## src/core/fmrd_regs.svh

```systemverilog
// Register offsets, reset values and timing figures of the floating mode/range decoder.
// Assumes a 200 MHz core clock and a 12-bit AXI4-Lite byte address.
`ifndef FMRD_REGS_SVH
`define FMRD_REGS_SVH

// Register byte offsets
`define FMRD_CTRL_OFS 12'h000
`define FMRD_STATUS_OFS 12'h004
`define FMRD_DRIVES_OFS 12'h008

// Control register fields and reset value
`define FMRD_CTRL_LOAD_EN_BIT 0
`define FMRD_CTRL_RESET 1'b1

// AXI responses
`define FMRD_RESP_OKAY 2'b00
`define FMRD_RESP_SLVERR 2'b10

// Serial word layout
`define FMRD_WORD_BITS 4'h8
`define FMRD_CNT_SAT 4'h9
`define FMRD_MODE_MSB 3
`define FMRD_MODE_LSB 0
`define FMRD_RANGE_MSB 7
`define FMRD_RANGE_LSB 4
`define FMRD_RATIO_BIT 3

// Burst gap timing: a burst is complete after this much strobe silence
`define FMRD_CLK_MHZ 200
`define FMRD_BURST_GAP_NS 5000
`define FMRD_GAP_CYCLES ((`FMRD_BURST_GAP_NS * `FMRD_CLK_MHZ + 999) / 1000)

// Forcing waveform divider: 1.6 MHz / 16 / 10 / 10 = 1 kHz
`define FMRD_DIV_A_LAST 4'hf
`define FMRD_DIV_B_LAST 4'h9
`define FMRD_DIV_C_LAST 4'h9
`define FMRD_DIV_C_HALF 4'h5

// Mode decoder codes
`define FMRD_CODE_TEST1 4'hc
`define FMRD_CODE_TEST2 4'hd
`define FMRD_CODE_TEST3 4'he
`define FMRD_CODE_TEST4 4'hf

// Range codes
`define FMRD_RNG_100MV 3'h0
`define FMRD_RNG_1V 3'h1
`define FMRD_RNG_10V 3'h2
`define FMRD_RNG_100V 3'h3
`define FMRD_RNG_1000V 3'h4
`define FMRD_RNG_OHM_MID_LO 3'h4
`define FMRD_RNG_OHM_MID_HI 3'h5

`endif

```

## src/core/fmrd_pkg.sv

```systemverilog
// Types shared by the floating mode/range decoder.
// Assumes nothing beyond a SystemVerilog compiler.
package fmrd_pkg;

  // All relay and switch drives leaving the decoder
  typedef struct packed {
    logic ratio_reference_relay;
    logic dc_mode_n;
    logic ac_mode_n;
    logic ohms_mode_n;
    logic [3:0] selftest_n;
    logic ac_direct_path_relay;
    logic ac_kilo_atten_relay;
    logic ac_attenuator_control;
    logic ac_buffer_x10;
    logic high_current_switch;
    logic mid_current_switch;
    logic ohms_selfcheck_relay;
    logic [3:0] dc_gain_switch;
    logic dc_input_atten;
  } fmrd_drive_t;

  // Latched settings of the current reading
  typedef struct packed {
    logic [3:0] range;
    logic [3:0] mode;
  } fmrd_setting_t;

endpackage

```

## src/core/fmrd_decoder.sv

```systemverilog
// Floating mode/range decoder: serial command intake, mode/range decode, forcing waveform.
// Assumes opto-coupled pins asynchronous to core_clk_i and an AXI4-Lite master.
//
// Implementation choices: the AXI4-Lite slave port and the placing of the registers.
`timescale 1ns/1ps
`default_nettype none
`include "fmrd_regs.svh"

module fmrd_decoder
  import fmrd_pkg::*;
(
  // Clock and reset
  input wire logic core_clk_i,
  input wire logic arst_n_i,
  // Opto-coupled pins
  input wire logic serial_data_i,
  input wire logic serial_strobe_i,
  input wire logic clk_1m6_i,
  input wire logic display_segment_test_i,
  // AXI4-Lite write channels
  input wire logic [11:0] s_axi_awaddr,
  input wire logic s_axi_awvalid,
  output logic s_axi_awready,
  input wire logic [31:0] s_axi_wdata,
  input wire logic [3:0] s_axi_wstrb,
  input wire logic s_axi_wvalid,
  output logic s_axi_wready,
  output logic [1:0] s_axi_bresp,
  output logic s_axi_bvalid,
  input wire logic s_axi_bready,
  // AXI4-Lite read channels
  input wire logic [11:0] s_axi_araddr,
  input wire logic s_axi_arvalid,
  output logic s_axi_arready,
  output logic [31:0] s_axi_rdata,
  output logic [1:0] s_axi_rresp,
  output logic s_axi_rvalid,
  input wire logic s_axi_rready,
  // Drives to the floating analog circuits
  output fmrd_drive_t drives_o,
  output logic integrator_force_wave_o,
  output logic force_rise_edge_pulse_n_o,
  output logic force_fall_edge_pulse_n_o
);

  // Pin synchronisers: bit 0 data, 1 strobe, 2 clock, 3 display test
  logic [3:0] pin_meta_reg;
  logic [3:0] pin_sync_reg;
  logic [2:0] pin_prev_reg;

  always_ff @(posedge core_clk_i or negedge arst_n_i) begin
    if (!arst_n_i) begin
      pin_meta_reg <= 4'h0;
      pin_sync_reg <= 4'h0;
      pin_prev_reg <= 3'h0;
    end else begin
      pin_meta_reg <= {display_segment_test_i, clk_1m6_i, serial_strobe_i, serial_data_i};
      pin_sync_reg <= pin_meta_reg;
      pin_prev_reg <= pin_sync_reg[2:0];
    end
  end

  logic strobe_rise;
  logic clk_rise;
  logic display_segment_test;
  assign strobe_rise = pin_sync_reg[1] & ~pin_prev_reg[1];
  assign clk_rise = pin_sync_reg[2] & ~pin_prev_reg[2];
  assign display_segment_test = pin_sync_reg[3];

  // Control register
  logic load_en_reg;

  // Serial intake and noise rejection
  logic [7:0] shift_reg;
  logic [3:0] pulse_cnt_reg;
  logic [10:0] gap_cnt_reg;
  logic [7:0] reject_cnt_reg;
  logic load_pulse;
  logic gap_done;

  assign gap_done = (pulse_cnt_reg != 4'h0) && (gap_cnt_reg == 11'(`FMRD_GAP_CYCLES));
  assign load_pulse = gap_done && (pulse_cnt_reg == `FMRD_WORD_BITS) && load_en_reg;

  always_ff @(posedge core_clk_i or negedge arst_n_i) begin
    if (!arst_n_i) begin
      shift_reg <= 8'h00;
    end else if (strobe_rise) begin
      shift_reg <= {shift_reg[6:0], pin_sync_reg[0]};
    end
  end

  // Extra pulses saturate the count so an over-long burst is refused too
  always_ff @(posedge core_clk_i or negedge arst_n_i) begin
    if (!arst_n_i) begin
      pulse_cnt_reg <= 4'h0;
      gap_cnt_reg <= 11'h000;
    end else if (strobe_rise) begin
      gap_cnt_reg <= 11'h000;
      if (pulse_cnt_reg != `FMRD_CNT_SAT) begin
        pulse_cnt_reg <= pulse_cnt_reg + 4'h1;
      end
    end else if (gap_done) begin
      pulse_cnt_reg <= 4'h0;
      gap_cnt_reg <= 11'h000;
    end else if (pulse_cnt_reg != 4'h0) begin
      gap_cnt_reg <= gap_cnt_reg + 11'h001;
    end
  end

  always_ff @(posedge core_clk_i or negedge arst_n_i) begin
    if (!arst_n_i) begin
      reject_cnt_reg <= 8'h00;
    end else if (gap_done && (pulse_cnt_reg != `FMRD_WORD_BITS)) begin
      if (reject_cnt_reg != 8'hff) begin
        reject_cnt_reg <= reject_cnt_reg + 8'h01;
      end
    end
  end

  // Holding latches, unchanged until the next good burst while load_en_reg is set
  fmrd_setting_t setting_reg;

  always_ff @(posedge core_clk_i or negedge arst_n_i) begin
    if (!arst_n_i) begin
      setting_reg <= '0;
    end else if (load_pulse) begin
      setting_reg.mode <= shift_reg[`FMRD_MODE_MSB:`FMRD_MODE_LSB];
      setting_reg.range <= shift_reg[`FMRD_RANGE_MSB:`FMRD_RANGE_LSB];
    end
  end

  // Mode decode
  logic [3:0] eff_code;
  logic [15:0] line_n;
  logic [2:0] rng;
  logic dc_n;
  logic ac_n;
  logic ohms_n;
  logic [3:0] test_n;

  assign eff_code = display_segment_test ? `FMRD_CODE_TEST1 : setting_reg.mode;
  assign line_n = ~(16'h0001 << eff_code);
  assign dc_n = &line_n[3:0];
  assign ac_n = &line_n[7:4];
  assign ohms_n = &line_n[11:8];
  assign test_n = line_n[15:12];
  assign rng = setting_reg.range[2:0];

  fmrd_drive_t drive_next;

  always_comb begin
    drive_next = '0;
    drive_next.ratio_reference_relay = setting_reg.range[`FMRD_RATIO_BIT];
    drive_next.dc_mode_n = dc_n;
    drive_next.ac_mode_n = ac_n;
    drive_next.ohms_mode_n = ohms_n;
    drive_next.selftest_n = test_n;
    // AC path and 10 V ac self-check scaling
    if (!ac_n) begin
      drive_next.ac_kilo_atten_relay = (rng == `FMRD_RNG_1000V);
      drive_next.ac_attenuator_control = (rng == `FMRD_RNG_10V) ||
                                         (rng == `FMRD_RNG_100V);
      drive_next.ac_direct_path_relay = !drive_next.ac_kilo_atten_relay &&
                                        !drive_next.ac_attenuator_control;
      drive_next.ac_buffer_x10 = (rng == `FMRD_RNG_10V);
    end else if (!test_n[2]) begin
      drive_next.ac_direct_path_relay = 1'b1;
    end
    // Ohms current generator
    if (!ohms_n) begin
      drive_next.high_current_switch = (rng < `FMRD_RNG_OHM_MID_LO);
      drive_next.mid_current_switch = (rng >= `FMRD_RNG_OHM_MID_LO) &&
                                      (rng <= `FMRD_RNG_OHM_MID_HI);
    end else if (!test_n[3]) begin
      drive_next.high_current_switch = 1'b1;
      drive_next.ohms_selfcheck_relay = 1'b1;
    end
    // DC ranging; dc self-checks read on the lowest gain range
    if (!dc_n) begin
      unique case (rng)
        `FMRD_RNG_100MV: drive_next.dc_gain_switch = 4'h1;
        `FMRD_RNG_1V: drive_next.dc_gain_switch = 4'h2;
        `FMRD_RNG_10V: drive_next.dc_gain_switch = 4'h4;
        `FMRD_RNG_100V: drive_next.dc_gain_switch = 4'h2;
        `FMRD_RNG_1000V: drive_next.dc_gain_switch = 4'h4;
        default: drive_next.dc_gain_switch = 4'h8;
      endcase
      drive_next.dc_input_atten = (rng == `FMRD_RNG_100V) ||
                                  (rng == `FMRD_RNG_1000V);
    end else if (!test_n[0] || !test_n[1] || !test_n[3]) begin
      drive_next.dc_gain_switch = 4'h4;
    end
  end

  // Registered so relay lines never see decode glitches
  always_ff @(posedge core_clk_i or negedge arst_n_i) begin
    if (!arst_n_i) begin
      drives_o <= '{dc_mode_n: 1'b1, ac_mode_n: 1'b1, ohms_mode_n: 1'b1,
                    selftest_n: 4'hf, default: '0};
    end else begin
      drives_o <= drive_next;
    end
  end

  // Forcing waveform divider chain, clocked by enables only
  logic [3:0] div_a_reg;
  logic [3:0] div_b_reg;
  logic [3:0] div_c_reg;
  logic en_b;
  logic en_c;
  logic wave_dly_reg;

  assign en_b = clk_rise && (div_a_reg == `FMRD_DIV_A_LAST);
  assign en_c = en_b && (div_b_reg == `FMRD_DIV_B_LAST);

  always_ff @(posedge core_clk_i or negedge arst_n_i) begin
    if (!arst_n_i) begin
      div_a_reg <= 4'h0;
      div_b_reg <= 4'h0;
      div_c_reg <= 4'h0;
    end else begin
      if (clk_rise) begin
        div_a_reg <= div_a_reg + 4'h1;
      end
      if (en_b) begin
        div_b_reg <= (div_b_reg == `FMRD_DIV_B_LAST) ? 4'h0 : div_b_reg + 4'h1;
      end
      if (en_c) begin
        div_c_reg <= (div_c_reg == `FMRD_DIV_C_LAST) ? 4'h0 : div_c_reg + 4'h1;
      end
    end
  end

  always_ff @(posedge core_clk_i or negedge arst_n_i) begin
    if (!arst_n_i) begin
      integrator_force_wave_o <= 1'b0;
      wave_dly_reg <= 1'b0;
      force_rise_edge_pulse_n_o <= 1'b1;
      force_fall_edge_pulse_n_o <= 1'b1;
    end else begin
      integrator_force_wave_o <= (div_c_reg >= `FMRD_DIV_C_HALF);
      wave_dly_reg <= integrator_force_wave_o;
      force_rise_edge_pulse_n_o <= ~(integrator_force_wave_o & ~wave_dly_reg);
      force_fall_edge_pulse_n_o <= ~(~integrator_force_wave_o & wave_dly_reg);
    end
  end

  // AXI4-Lite write: address and data taken in either order
  logic aw_held_reg;
  logic w_held_reg;
  logic [11:0] aw_addr_reg;
  logic [31:0] w_data_reg;
  logic [3:0] w_strb_reg;
  logic wr_fire;

  assign s_axi_awready = !aw_held_reg && !s_axi_bvalid;
  assign s_axi_wready = !w_held_reg && !s_axi_bvalid;
  assign wr_fire = aw_held_reg && w_held_reg && !s_axi_bvalid;

  always_ff @(posedge core_clk_i or negedge arst_n_i) begin
    if (!arst_n_i) begin
      aw_held_reg <= 1'b0;
      w_held_reg <= 1'b0;
      aw_addr_reg <= 12'h000;
      w_data_reg <= 32'h0000_0000;
      w_strb_reg <= 4'h0;
    end else begin
      if (s_axi_awvalid && s_axi_awready) begin
        aw_held_reg <= 1'b1;
        aw_addr_reg <= s_axi_awaddr;
      end else if (wr_fire) begin
        aw_held_reg <= 1'b0;
      end
      if (s_axi_wvalid && s_axi_wready) begin
        w_held_reg <= 1'b1;
        w_data_reg <= s_axi_wdata;
        w_strb_reg <= s_axi_wstrb;
      end else if (wr_fire) begin
        w_held_reg <= 1'b0;
      end
    end
  end

  always_ff @(posedge core_clk_i or negedge arst_n_i) begin
    if (!arst_n_i) begin
      s_axi_bvalid <= 1'b0;
      s_axi_bresp <= `FMRD_RESP_OKAY;
      load_en_reg <= `FMRD_CTRL_RESET;
    end else if (wr_fire) begin
      s_axi_bvalid <= 1'b1;
      if (aw_addr_reg == `FMRD_CTRL_OFS) begin
        s_axi_bresp <= `FMRD_RESP_OKAY;
        if (w_strb_reg[0]) begin
          load_en_reg <= w_data_reg[`FMRD_CTRL_LOAD_EN_BIT];
        end
      end else if ((aw_addr_reg == `FMRD_STATUS_OFS) || (aw_addr_reg == `FMRD_DRIVES_OFS)) begin
        s_axi_bresp <= `FMRD_RESP_OKAY;
      end else begin
        s_axi_bresp <= `FMRD_RESP_SLVERR;
      end
    end else if (s_axi_bready) begin
      s_axi_bvalid <= 1'b0;
    end
  end

  // AXI4-Lite read: one cycle from address to data
  assign s_axi_arready = !s_axi_rvalid;

  always_ff @(posedge core_clk_i or negedge arst_n_i) begin
    if (!arst_n_i) begin
      s_axi_rvalid <= 1'b0;
      s_axi_rdata <= 32'h0000_0000;
      s_axi_rresp <= `FMRD_RESP_OKAY;
    end else if (s_axi_arvalid && s_axi_arready) begin
      s_axi_rvalid <= 1'b1;
      s_axi_rresp <= `FMRD_RESP_OKAY;
      if (s_axi_araddr == `FMRD_CTRL_OFS) begin
        s_axi_rdata <= {31'h0, load_en_reg};
      end else if (s_axi_araddr == `FMRD_STATUS_OFS) begin
        s_axi_rdata <= {12'h000, pulse_cnt_reg, reject_cnt_reg, setting_reg};
      end else if (s_axi_araddr == `FMRD_DRIVES_OFS) begin
        s_axi_rdata <= {12'h000, drives_o};
      end else begin
        s_axi_rdata <= 32'h0000_0000;
        s_axi_rresp <= `FMRD_RESP_SLVERR;
      end
    end else if (s_axi_rready) begin
      s_axi_rvalid <= 1'b0;
    end
  end

endmodule
`default_nettype wire

```

## config.mk

```make
export PLATFORM = sky130hd
export DESIGN_NAME = fmrd_decoder
export DESIGN_NICKNAME = d
export VERILOG_FILES = /design/src/core/fmrd_pkg.sv /design/src/core/fmrd_decoder.sv
export VERILOG_INCLUDE_DIRS = /design/src /design/src/core
export SDC_FILE = /design/constraint.sdc
export NUM_CORES = 1
export LEC_CHECK = 0
export ABC_AREA = 1
export ABC_CLOCK_PERIOD_IN_PS = 3250
export BUFFER_PORTS_ARGS = -buffer_cell sky130_fd_sc_hd__buf_2
export CORE_ASPECT_RATIO = 2
export CORE_MARGIN = 3
export CORE_UTILIZATION = 58
export CTS_CLUSTER_DIAMETER = 80
export DETAILED_ROUTE_END_ITERATION = 10
export PLACE_DENSITY_LB_ADDON = 0.15
export SLEW_MARGIN = 40
export SYNTH_ARGS = -nofsm -noshare
export SYNTH_HDL_FRONTEND = slang
export SYNTH_SLANG_ARGS = --single-unit
```

## constraint.sdc

```tcl
create_clock -name core_clk_i -period 3.25 [get_ports core_clk_i]
set_input_delay 0.325 -clock core_clk_i [delete_from_list [all_inputs] [get_ports core_clk_i]]
set_output_delay 0.325 -clock core_clk_i [all_outputs]
set_load 0.02 [all_outputs]
```

Word level (Yosys, flattened, before mapping)

Cells that the tools add are included.

Register bits: 141
Bits of input ports: 71
Output and inout port bits: 64
Word-level logic and storage cells: 162

Add/subtract/negate cells: 6
Magnitude comparators: 4
Equality and inequality tests: 17
Shift-type cells: 1
Multiplexer cells: 35
Bitwise logic cells: 11
Reductions and logical operators: 47

Operators by type and width:

| operator                                         | number |
|---|---|
| two-way mux 20 bit                               | 3 |
| two-way mux 11 bit                               | 3 |
| two-way mux 4 bit                                | 7 |
| == test 12 x 3 -> 1 bit, second input constant   | 2 |
| == test 12 x 4 -> 1 bit, second input constant   | 2 |
| logical NOT 12 bit                               | 2 |
| adder 4 x 1 -> 4 bit, second input constant      | 4 |
| == test 4 bit, second input constant             | 4 |
| NOT 16 bit                                       | 1 |
| left shift 1 x 4 -> 16 bit, first input constant | 1 |
| logical AND 1 bit                                | 15 |
| two-way mux 1 bit                                | 14 |
| case mux 4 bit (3 select lines)                  | 1 |
| AND reduction 4 bit                              | 3 |
| adder 11 x 1 -> 11 bit, second input constant    | 1 |
| == test 11 x 10 -> 1 bit, second input constant  | 1 |
| two-way mux 2 bit                                | 5 |
| nonzero test 2 bit                               | 5 |
| logical NOT 1 bit                                | 9 |
| adder 8 x 1 -> 8 bit, second input constant      | 1 |
| inequality test 4 bit, second input constant     | 2 |
| inequality test 8 bit, second input constant     | 1 |
| == test 3 x 2 -> 1 bit, second input constant    | 2 |
| two-way mux 3 bit                                | 2 |
| 16 further kinds                                 | 30 |

Longest topological paths before layout

Gate-level depths: netlist (run 1).

Depth after elaboration: 8
Depth in mapped cells: 11
Gate-level depth less buffers: 10

Least setup slack after synthesis (run 1)

OpenSTA, ideal clock, no wires.

Path kind: reg-to-reg
From: reg s_axi_bvalid
To: reg aw_addr_reg[10]
Setup time: 0.125 ns
Arrival time: 1.516 ns
Data required time: 3.125 ns
Path slack: 1.609 ns
Stages on the path, launching flop included: 5
Path buffers: 1
Period minus slack after synthesis: 1.641 ns
Path through: dfrtp_1 nor2_1 nand2_1 buf_2 mux2_2

Word-level cells in the longest chain between the ends: 3

RTL lines:

| what                   | RTL line            | RTL |
|---|---|---|
| start, declared        | fmrd_decoder.sv:29  | `output logic s_axi_bvalid,` |
| start signal, assigned | fmrd_decoder.sv:286 | `s_axi_bvalid <= 1'b0;` |
| start signal, assigned | fmrd_decoder.sv:290 | `s_axi_bvalid <= 1'b1;` |
| start signal, assigned | fmrd_decoder.sv:302 | `s_axi_bvalid <= 1'b0;` |
| logical NOT 1 bit      | fmrd_decoder.sv:256 | `assign s_axi_awready = !aw_held_reg && !s_axi_bvalid;` |
| logical AND 1 bit      | fmrd_decoder.sv:256 |  |
| net s_axi_awready      | fmrd_decoder.sv:23  | `output logic s_axi_awready,` |
| logical AND 1 bit      | fmrd_decoder.sv:268 | `if (s_axi_awvalid && s_axi_awready) begin` |
| end signal, assigned   | fmrd_decoder.sv:270 | `aw_addr_reg <= s_axi_awaddr;` |
| end, declared          | fmrd_decoder.sv:251 | `logic [11:0] aw_addr_reg;` |

The timed path passes the listed nets, and every way through them passes these cells.
A chain may end at the register's enable or synchronous reset.

Worst setup path in the final report (run 1)

From: reg pulse_cnt_reg[0]
To: reg setting_reg[1] (netlist name)

Word-level cells in the longest chain between the ends: 4
Elaborated cells on any way between the ends: 5
Classes of those cells: eq/ne: 1; reduce/logical: 4

RTL lines:

| what                                | RTL line            | RTL |
|---|---|---|
| start, declared                     | fmrd_decoder.sv:75  | `logic [3:0] pulse_cnt_reg;` |
| start signal, assigned              | fmrd_decoder.sv:100 | `pulse_cnt_reg <= pulse_cnt_reg + 4'h1;` |
| nonzero test 4 bit                  | fmrd_decoder.sv:81  | `` assign gap_done = (pulse_cnt_reg != 4'h0) && (gap_cnt_reg == 11'(`FMRD_GAP_CYCLES)); `` |
| logical AND 1 bit                   | fmrd_decoder.sv:81  |  |
| logical AND 1 bit (*) (2 in series) | fmrd_decoder.sv:82  | `` assign load_pulse = gap_done && (pulse_cnt_reg == `FMRD_WORD_BITS) && load_en_reg; `` |
| end, declared                       | fmrd_decoder.sv:121 | `fmrd_setting_t setting_reg;` |

Mark *: on every way between the ends. The rest lies on a longest branch, timed or not.

==> results of run 1 <==
## synth_stat cells, types with 2 or more instances
cell type  count  area [sq um]
a21oi_1       17          85.1
buf_2          8          40.0
o21ai_1        5          25.0
dfstp_2       10           263
nor2_8         2          40.0
a21o_1         3          22.5
xor2_1        10          87.6
nor2_4         2          22.5
inv_1         61           229
clkbuf_1       3          11.3
nand3_2        4          40.0
nand2_2        6          37.5
ha_1           7          87.6
nor3_1         5          25.0
mux2_2        11           124
nand3_1       58           290
dfrtp_1      116          2900
buf_4         16           120
inv_2          3          11.3
o21ai_0       23           115
nor2_1        56           210
nand3_4        2          35.0
nand2_1      222           833
nand4_1       16           100
or2_2          2          12.5
nor2_2         6          37.5
## power groups by stage
stage          logic (mW)  registers (mW)  clock network [mW]
6_report            0.726            1.95                1.89
3_5_place_dp        0.725            1.98                   0
3_3_place_gp        0.685            1.96                   0
4_1_cts             0.738            1.95                1.92
5_1_grt             0.832            1.98                2.00
2_1_floorplan       0.543            1.95                   0
## stage by stage
stage	area [sq um]	std cells	hold slack (ns)	util	total power [mW]
6_report	7000	925	0.0179	0.712	4.57
5_1_grt	7000	925	0.00420	0.712	4.81
4_1_cts	7000	925	0.00673	0.712	4.61
3_5_place_dp	6390	892	0.337	0.650	2.70
3_3_place_gp	6390	892	0.332	0.650	2.64
2_1_floorplan	5960	698	0.0294	-	2.49
## per-layer routing
layer,track usage,vias up,part of all wire
li1,-,2339,-
met1,0.235,2262,0.35
met2,0.445,156,0.57
met3,0.0484,36,0.041
met4,0.127,0,0.035
met5,0,-,0
## critical path: cells and delay by family, from the launching register on
| family | cells | cell delay [ns] |
|---|---|---|
| AND/OR/NAND/NOR | 4 | 1.09 |
| flip-flops | 1 | 0.42 |
| buffers and inverters | 1 | 0.14 |
| adder cells (fa/ha/maj) | 1 | 0.21 |
## area by class of cell
class                   count  area (sq um)  share of cell area
clock buffers              20           457              0.0652
clock inverters            12           143              0.0204
multi-input cells         479          2350               0.336
flip-flops and latches    126          3170               0.452
well taps                 132           165              0.0236
repair buffers             92           480              0.0686
inverters                  64           240              0.0343
## worst min path at each step
stage,depth (start not counted),to,start,slack [ns]
2_1_floorplan,0,aw_addr_reg[0]$_DFFE_PN0P_,arst_n_i,0.03
3_3_place_gp,0,pin_sync_reg[1]$_DFF_PN0_,pin_meta_reg[1]$_DFF_PN0_,0.33
3_5_place_dp,0,pin_sync_reg[3]$_DFF_PN0_,pin_meta_reg[3]$_DFF_PN0_,0.34
4_1_cts,1,pin_meta_reg[3]$_DFF_PN0_,display_segment_test_i,0.007
5_1_grt,1,pin_meta_reg[2]$_DFF_PN0_,clk_1m6_i,0.004
6_report,1,pin_meta_reg[3]$_DFF_PN0_,display_segment_test_i,0.02
## timing repair
action / in CTS / in global routing
endpoints found under the hold margin: 24 / 0
hold buffers: 1 / 0
buffers inserted: 0 / 0
## cells by family (layout without fill, tap and decap cells)
group,after synthesis,in the layout,share of synthesized area
flops,126,126,0.536
buf+inv,93,188,0.0750
compound gates,50,50,0.0445
mux,12,12,0.0227
fa+ha+maj,7,7,0.0148
other cells,1,14,0.000635
xor+xnor,11,11,0.0163
simple gates,385,385,0.290
==> impl_metrics.env, run 1 <==
export IMPL_wl_um=12900
export IMPL_num_rows=51
export IMPL_clkSlewWorstSetupHoldPaths_ns=0.05
export IMPL_ys_seq_area_frac=0.536
export IMPL_start_kind="flop"
export IMPL_diodes=0
export IMPL_setup_violations=0
export IMPL_drc_errors=0
export IMPL_cts_max_path_buffers=2
export IMPL_power_density_mw_per_mm2=653
export IMPL_synth_ff_type="dfrtp_1"
export IMPL_clkSinkCount=126
export IMPL_n_fill_cell=774
export IMPL_critPathArrivalTime_ns=2.26
export IMPL_endpoint="setting_reg[1]$_DFFE_PN0P_"
export IMPL_worst_slack_ns=1.33
export IMPL_fin_skew_ns=0.00828
export IMPL_fmax_ghz=0.522
export IMPL_rsz0062_at_grt="no"
export IMPL_ctsResizeCount=0
export IMPL_clockPowerShare=0.414
export IMPL_wire_per_inst_um=13.9
export IMPL_worst_path_most_repeated_cell="nand3_1"
export IMPL_antenna_found_initial=0
export IMPL_fin_setup_tns_ns=0
export IMPL_grt_max_degree=58
export IMPL_crit_chain="inv_1 -> ha_1 -> nand3_1 -> nor2_2 -> nand3_1 -> nand2_1"
export IMPL_synth_seq_cells=126
export IMPL_grt_first_pass_wirelength_um=21400
export IMPL_cts_tree="done"
export IMPL_grt_use_total=0.236
export IMPL_viasPerCell=5.18
export IMPL_crit_start="pulse_cnt_reg[0]$_DFFE_PN0P_"
export IMPL_mostFrequentLayoutCells="nand2_1, dfrtp_1, buf_2"
export IMPL_worstPathRequired_ns=3.60
export IMPL_combPwrFrac=0.159
export IMPL_worst_pin_slew_ns=0.734
export IMPL_netSwitchingFraction=0.281
export IMPL_place_congestion=0.874
export IMPL_num_vias=4793
export IMPL_p_int_mw=3.29
export IMPL_rr_worst_depth=6
export IMPL_synthCells=685
export IMPL_synthToLayoutAreaGrowth_pct=18.5
export IMPL_syn_avg_cell_area_sq_um=8.63
export IMPL_hpwl_um=9320
export IMPL_clk_latency_ns=0.41
export IMPL_end_kind="flop"
export IMPL_vdd_drop_max_uv=543
export IMPL_portBuffers=86
export IMPL_fin_crit_ns=1.92
export IMPL_max_slew_margin=0.509
export IMPL_yosysUniqueCellTypes=37
export IMPL_p_sw_mw=1.29
export IMPL_finalHoldViolCount=0
export IMPL_ys_warn_count=0
export IMPL_drtAntennaViolNets=0
export IMPL_die_h_um=149
export IMPL_cp_max_fo=11
export IMPL_seqPwrFrac=0.427
export IMPL_crit_type="reg2reg"
export IMPL_dr_pass1_iters=5
export IMPL_core_sq_mm=0.00983
export IMPL_status="finished clean"
export IMPL_cts_inserted_buffers=17
export IMPL_leakage_nw=3.73
export IMPL_syn_area_sq_mm=0.00591
export IMPL_final_common_cell="nand2_1"
export IMPL_fin_crit_sh=0.590
export IMPL_grt_pass1_vias=4778
export IMPL_critPathMaxStageDelay_ns=0.43
export IMPL_r2r_slack_ns=1.33
export IMPL_max_cap_violations=0
export IMPL_grt_overflow_total=0
export IMPL_io_pins=135
export IMPL_synth_edf_count=0
export IMPL_drv_slew=0
export IMPL_cpMaxStageDelayCell="nand3_1"
export IMPL_dp_worst_setup_slack_ns=1.33
export IMPL_dr_first_iter_drc_count=269
export IMPL_cts_max_level=4
export IMPL_async_reset_ff_frac=1.00
export IMPL_die_w_um=77.4
export IMPL_min_path_type="in2reg"
export IMPL_rr_endpoint="setting_reg[1]$_DFFE_PN0P_"
export IMPL_final_layout_size_suffix_gt1_frac=0.216
export IMPL_nets=858
export IMPL_die_area_sq_mm=0.0115
export IMPL_root_buffer="clkbuf_16"
export IMPL_start_util=0.601
export IMPL_reg2reg_from="pulse_cnt_reg[0]$_DFFE_PN0P_"
(Power assumes the default switching activity.)
==> run 2: changes to the inputs <==
--- a/config.mk
+++ b/config.mk
@@ -7,11 +7,11 @@
 export NUM_CORES = 1
 export LEC_CHECK = 0
 export ABC_AREA = 1
-export ABC_CLOCK_PERIOD_IN_PS = 3250
+export ABC_CLOCK_PERIOD_IN_PS = 1860
 export BUFFER_PORTS_ARGS = -buffer_cell sky130_fd_sc_hd__buf_2
 export CORE_ASPECT_RATIO = 2
 export CORE_MARGIN = 3
-export CORE_UTILIZATION = 58
+export CORE_UTILIZATION = 54
 export CTS_CLUSTER_DIAMETER = 80
 export DETAILED_ROUTE_END_ITERATION = 10
 export PLACE_DENSITY_LB_ADDON = 0.15
==> constraint.sdc (replaced) <==
create_clock -name core_clk_i -period 1.86 [get_ports core_clk_i]
set_input_delay 0.186 -clock core_clk_i [delete_from_list [all_inputs] [get_ports core_clk_i]]
set_output_delay 0.186 -clock core_clk_i [all_outputs]
set_load 0.02 [all_outputs]
==> impl_metrics.env, run 2 (synthesis results as in run 1) <==
export IMPL_cts_max_path_buffers=2
export IMPL_clkSlewWorstSetupHoldPaths_ns=0.06
export IMPL_worst_pin_slew_ns=0.581
export IMPL_start_kind="flop"
export IMPL_critPathMaxStageDelay_ns=0.41
export IMPL_worst_path_most_repeated_cell="nand2_1"
export IMPL_grt_use_total=0.228
export IMPL_num_vias=4832
export IMPL_power_mw=8.06
export IMPL_crit_type="reg2reg"
export IMPL_core_sq_mm=0.0106
export IMPL_fin_skew_ns=0.00745
export IMPL_dr_first_iter_drc_count=287
export IMPL_finalHoldViolCount=0
export IMPL_drc_errors=0
export IMPL_ctsResizeCount=0
export IMPL_setup_violations=0
export IMPL_die_w_um=80.0
export IMPL_p_int_mw=5.75
export IMPL_cts_tree="done"
export IMPL_drtAntennaViolNets=0
export IMPL_seqPwrFrac=0.423
export IMPL_start_util=0.557
export IMPL_fmax_ghz=0.574
export IMPL_num_rows=53
export IMPL_place_congestion=0.885
export IMPL_fin_setup_tns_ns=0
export IMPL_die_area_sq_mm=0.0123
export IMPL_grt_max_degree=54
export IMPL_clkSinkCount=126
export IMPL_drv_slew=0
export IMPL_cts_max_level=4
export IMPL_hpwl_um=9480
export IMPL_synthToLayoutAreaGrowth_pct=21.9
export IMPL_final_layout_size_suffix_gt1_frac=0.219
export IMPL_worstPathRequired_ns=2.15
export IMPL_combPwrFrac=0.161
export IMPL_leakage_nw=3.81
export IMPL_netSwitchingFraction=0.286
export IMPL_cts_inserted_buffers=17
export IMPL_grt_pass1_vias=4985
export IMPL_dr_pass1_iters=4
export IMPL_nets=877
export IMPL_final_cells=949
export IMPL_place_inst=903
export IMPL_rsz0062_at_grt="no"
export IMPL_max_slew_margin=0.612
export IMPL_max_cap_violations=0
export IMPL_wl_um=13100
export IMPL_crit_chain="inv_1 -> ha_1 -> nand2_2 -> nand2_4 -> nor2_8 -> mux2i_1 -> nand2_1 -> nand2_1"
export IMPL_clockPowerShare=0.416
export IMPL_diodes=0
export IMPL_end_kind="flop"
export IMPL_clk_latency_ns=0.41
export IMPL_critPathArrivalTime_ns=2.04
export IMPL_n_fill_cell=866
export IMPL_mostFrequentLayoutCells="nand2_1, dfrtp_1, buf_2"
export IMPL_min_path_type="in2reg"
export IMPL_die_h_um=154
export IMPL_root_buffer="clkbuf_16"
export IMPL_io_pins=135
export IMPL_grt_first_pass_wirelength_um=21900
export IMPL_power_density_mw_per_mm2=1120
export IMPL_fin_crit_sh=0.936
export IMPL_final_common_cell="nand2_1"
export IMPL_portBuffers=86
export IMPL_vdd_drop_max_uv=998
export IMPL_fin_crit_ns=1.74
export IMPL_cp_max_fo=12
export IMPL_p_sw_mw=2.31
export IMPL_antenna_found_initial=0
export IMPL_wire_per_inst_um=13.8
export IMPL_cpMaxStageDelayCell="dfrtp_1"
export IMPL_status="finished clean"
export IMPL_viasPerCell=5.09
export IMPL_grt_overflow_total=0
export IMPL_holdWs_ns=0.0134
[run 2: cell count changes in the layout (fill, tap and decap cells not counted), sizes merged]
cell,change
clkinvlp,+1
dlygate4sd3,+13
inv,+1
clkbuf,-2
buf,+6
[run 2: final timing paths]
kind | from | endpoint | slack, ns | cells past startpoint
max | pulse_cnt_reg[0]$_DFFE_PN0P_ | pulse_cnt_reg[3]$_DFFE_PN0P_ | 0.12 | 8
min | s_axi_awaddr[6] | aw_addr_reg[6]$_DFFE_PN0P_ | 0.01 | 2
max reg2reg | pulse_cnt_reg[0]$_DFFE_PN0P_ | pulse_cnt_reg[3]$_DFFE_PN0P_ | 0.12 | 8
min reg2reg | pin_meta_reg[2]$_DFF_PN0_ | pin_sync_reg[2]$_DFF_PN0_ | 0.34 | 0
max in group asynchronous | arst_n_i | force_rise_edge_pulse_n_o$_DFF_PN1_ | 0.97 | 3
min in group asynchronous | arst_n_i | reject_cnt_reg[0]$_DFFE_PN0P_ | 0.21 | 2
[run 2: repair_timing]
| action | CTS | global route |
|---|---|---|
| setup buffers | 0 | 0 |
| hold endpoints to repair | 33 | 0 |
| hold buffers | 14 | 0 |
[run 2: power groups by stage]
stage	Sequential (mW)	Combinational (mW)	Clock, mW
finish	3.41	1.30	3.35
floorplan	3.41	0.948	0
detailed placement	3.45	1.28	0
global placement	3.43	1.23	0
CTS	3.41	1.32	3.40
global route	3.46	1.48	3.50
[run 2: per-stage QoR]
stage / area [sq um] / setup slack [ns] / utilization
after floorplan: 5960 / 0.219 / -
after detailed placement: 6450 / 0.139 / 0.608
after global routing: 7200 / 0.000385 / 0.679
after CTS: 7200 / 0.131 / 0.679
after global placement: 6450 / 0.173 / 0.608
final: 7200 / 0.119 / 0.679
[run 2: routing by layer]
| metal | wire length (um) | track usage | vias up |
|---|---|---|---|
| li1 | - | - | 2378 |
| met1 | 4510 | 0.213 | 2258 |
| met2 | 7380 | 0.432 | 157 |
| met3 | 588 | 0.0586 | 39 |
| met4 | 579 | 0.120 | 0 |
| met5 | 0 | 0 | - |
[run 2: cell type report]
type | instances | area [sq um] | share of cell area
Sequential cell | 126 | 3170 | 0.440
Timing Repair Buffer | 111 | 668 | 0.0928
Tap cell | 137 | 171 | 0.0238
Clock inverter | 14 | 166 | 0.0231
Inverter | 64 | 240 | 0.0334
Clock buffer | 18 | 439 | 0.0610
Multi-Input combinational cell | 479 | 2350 | 0.326
[run 2: critical path, delay by kind of cell (launching register included)]
family | cells | cell delay, ns
multiplexers | 1 | 0.19
buffers and inverters | 1 | 0.11
adder cells (fa/ha/maj) | 1 | 0.24
flip-flops | 1 | 0.41
AND/OR/NAND/NOR | 5 | 0.67
==> run 3: changes to the inputs <==
--- a/config.mk
+++ b/config.mk
@@ -6,12 +6,11 @@
 export SDC_FILE = /design/constraint.sdc
 export NUM_CORES = 1
 export LEC_CHECK = 0
-export ABC_AREA = 1
 export ABC_CLOCK_PERIOD_IN_PS = 1860
 export BUFFER_PORTS_ARGS = -buffer_cell sky130_fd_sc_hd__buf_2
 export CORE_ASPECT_RATIO = 2
 export CORE_MARGIN = 3
-export CORE_UTILIZATION = 54
+export CORE_UTILIZATION = 53
 export CTS_CLUSTER_DIAMETER = 80
 export DETAILED_ROUTE_END_ITERATION = 10
 export PLACE_DENSITY_LB_ADDON = 0.15
==> impl_metrics.env, run 3 <==
export IMPL_min_path_type="in2reg"
export IMPL_fin_crit_ns=1.94
export IMPL_drtAntennaViolNets=0
export IMPL_nets=706
export IMPL_synth_most_common_cell="dfrtp_1"
export IMPL_mostFrequentLayoutCells="dfrtp_1, buf_2, nand2_1"
export IMPL_vdd_drop_max_uv=1070
export IMPL_die_h_um=149
export IMPL_hpwl_um=8950
export IMPL_dp_worst_setup_slack_ns=-0.0870
export IMPL_async_reset_ff_frac=1.00
export IMPL_yosysUniqueCellTypes=50
export IMPL_dr_first_iter_drc_count=195
export IMPL_grt_pass1_vias=4487
export IMPL_diodes=0
export IMPL_cpMaxStageDelayCell="dfrtp_1"
export IMPL_critPathMaxStageDelay_ns=0.40
export IMPL_crit_chain="inv_2 -> ha_4 -> nor4b_4 -> nand4_4 -> nor3_4 -> buf_12 -> mux2_4"
export IMPL_antenna_found_initial=0
export IMPL_max_slew_margin=0.619
export IMPL_status="complete, but fails checks"
export IMPL_synth_seq_cells=126
export IMPL_cts_tree="done"
export IMPL_ys_seq_area_frac=0.584
export IMPL_cts_max_level=4
export IMPL_power_density_mw_per_mm2=1150
export IMPL_final_cells=773
export IMPL_grt_use_total=0.228
export IMPL_synth_top_area_cell="dfrtp_1"
export IMPL_synth_ff_type="dfrtp_1"
export IMPL_worst_slack_ns=-0.0815
export IMPL_finalCoreUtilization=0.717
export IMPL_root_buffer="clkbuf_16"
export IMPL_fin_crit_sh=1.04
export IMPL_max_cap_violations=0
export IMPL_cts_max_path_buffers=2
export IMPL_num_rows=51
export IMPL_end_kind="flop"
export IMPL_place_inst=719
export IMPL_setup_violations=13
export IMPL_viasPerCell=5.39
export IMPL_synth_edf_count=0
export IMPL_wl_um=12500
export IMPL_fin_skew_ns=0.00862
export IMPL_core_sq_mm=0.00983
export IMPL_critPathArrivalTime_ns=2.23
export IMPL_crit_type="reg2reg"
export IMPL_syn_avg_cell_area_sq_um=11.1
export IMPL_finalHoldViolCount=0
export IMPL_num_vias=4166
export IMPL_die_w_um=77.5
export IMPL_clkSlewWorstSetupHoldPaths_ns=0.05
export IMPL_final_layout_size_suffix_gt1_frac=0.332
export IMPL_cp_max_fo=8
export IMPL_die_area_sq_mm=0.0116
export IMPL_start_kind="flop"
export IMPL_critPathBufInv=2
export IMPL_worst_pin_slew_ns=0.572
export IMPL_path_delay_family="simple AND/OR/NAND/NOR gates"
export IMPL_leakage_nw=3.37
export IMPL_io_pins=135
export IMPL_portBuffers=86
export IMPL_final_common_cell="dfrtp_1"
export IMPL_drv_slew=0
export IMPL_synthToLayoutAreaGrowth_pct=30.0
export IMPL_place_congestion=0.855
export IMPL_wire_per_inst_um=16.1
export IMPL_cts_inserted_buffers=17
export IMPL_grt_overflow_total=0
export IMPL_syn_area_sq_mm=0.00542
export IMPL_clkSinkCount=126
export IMPL_clk_latency_ns=0.41
export IMPL_drc_errors=0
export IMPL_violations="setup timing"
export IMPL_synthCells=487
export IMPL_grt_max_degree=39
export IMPL_synth_common_cells="dfrtp_1, nand2_1, o21ai_0"
export IMPL_worstPathRequired_ns=2.15
export IMPL_ys_warn_count=0
export IMPL_start_util=0.552
export IMPL_dr_pass1_iters=4
export IMPL_grt_first_pass_wirelength_um=20400
export IMPL_synth_top_area_share=0.535
export IMPL_power_mw=8.12
export IMPL_synth_area_top_cells="dfrtp_1, mux2_2, dfstp_2"
export IMPL_rsz0062_at_grt="yes"
export IMPL_fmax_ghz=0.515
## run 3: cell count changes after synthesis, sizes merged, moves of 12 or more
cell	previous run	this run
nand2	229	69
nand3	64	7
inv	64	12
nor2	66	22
mux2	11	26
a22oi	0	13
clkbuf	3	15
## run 3: final timing paths
check                           depth (start not counted)  slack [ns]                        from                            end
max in group asynchronous                               3        1.05                    arst_n_i         drives_o[18]$_DFF_PN1_
min in group asynchronous                               2        0.20                    arst_n_i  reject_cnt_reg[7]$_DFFE_PN0P_
worst max register to register                          7       -0.08  gap_cnt_reg[0]$_DFFE_PN0P_     setting_reg[3]$_DFFE_PN0P_
worst max-delay path                                    7       -0.08  gap_cnt_reg[0]$_DFFE_PN0P_     setting_reg[3]$_DFFE_PN0P_
worst min-delay path                                    2        0.01             s_axi_awaddr[9]     aw_addr_reg[9]$_DFFE_PN0P_
worst min register to register                          0        0.34   pin_meta_reg[1]$_DFF_PN0_      pin_sync_reg[1]$_DFF_PN0_
## run 3: power breakdown
group          leakage [nW]  internal (mW)  switching [mW]
logic                  1.48          0.767           0.826
clock network         0.263           1.90            1.23
registers              1.63           3.12           0.278
total                  3.37           5.79            2.33
## run 3: cell type report
class,count,area (sq um)
Inverter,12,45.0
Fill cell,751,2780
Clock inverter,13,116
Sequential cell,126,3170
Multi-Input combinational cell,329,2170
Clock buffer,19,453
Tap cell,132,165
Timing Repair Buffer,142,935
## run 3: worst register-to-register path: stages, from the launching register on
cell	delay [ns]
dfrtp_1	0.40
inv_2	0.09
ha_4	0.12
nor4b_4	0.25
nand4_4	0.23
nor3_4	0.26
buf_12	0.17
mux2_4	0.31
## run 3: layer usage
layer	up-vias	routed length, um	global-route usage	part of all wire
met5	-	0	0	0
met4	0	418	0.115	0.034
met3	31	573	0.0659	0.046
met2	135	7080	0.431	0.57
met1	2029	4400	0.219	0.35
li1	1971	-	-	-
## run 3: stage by stage
step / hold slack (ns) / setup TNS, ns / area [sq um]
4_1_cts: 0.000503 / -0.538 / 6940
2_1_floorplan: -0.110 / 0 / 5470
6_report: 0.0132 / -0.653 / 7050
3_3_place_gp: 0.0845 / -0.287 / 6180
5_1_grt: 0.00202 / -2.42 / 7050
3_5_place_dp: 0.0875 / -0.632 / 6180
## run 3: logic make-up (layout without fill, tap and decap cells)
family / count (synthesis) / count (layout) / synth area share
AND/OR/NAND/NOR: 182 / 182 / 0.178
flip-flops: 126 / 126 / 0.584
AO/OA/AOI/OAI: 84 / 84 / 0.0990
buffers and inverters: 45 / 186 / 0.0422
multiplexers: 27 / 27 / 0.0559
XOR/XNOR: 15 / 15 / 0.0242
adder cells (fa/ha/maj): 7 / 7 / 0.0162
other: 1 / 14 / 0.000692
## run 3: what timing repair did
action / CTS / global route
endpoints found under the hold margin: 99 / 0
resized for setup: 4 / 19
pin swaps: 2 / 3
setup buffers: 1 / 5
endpoints found under the setup margin: 13 / 18
hold buffers: 16 / 0
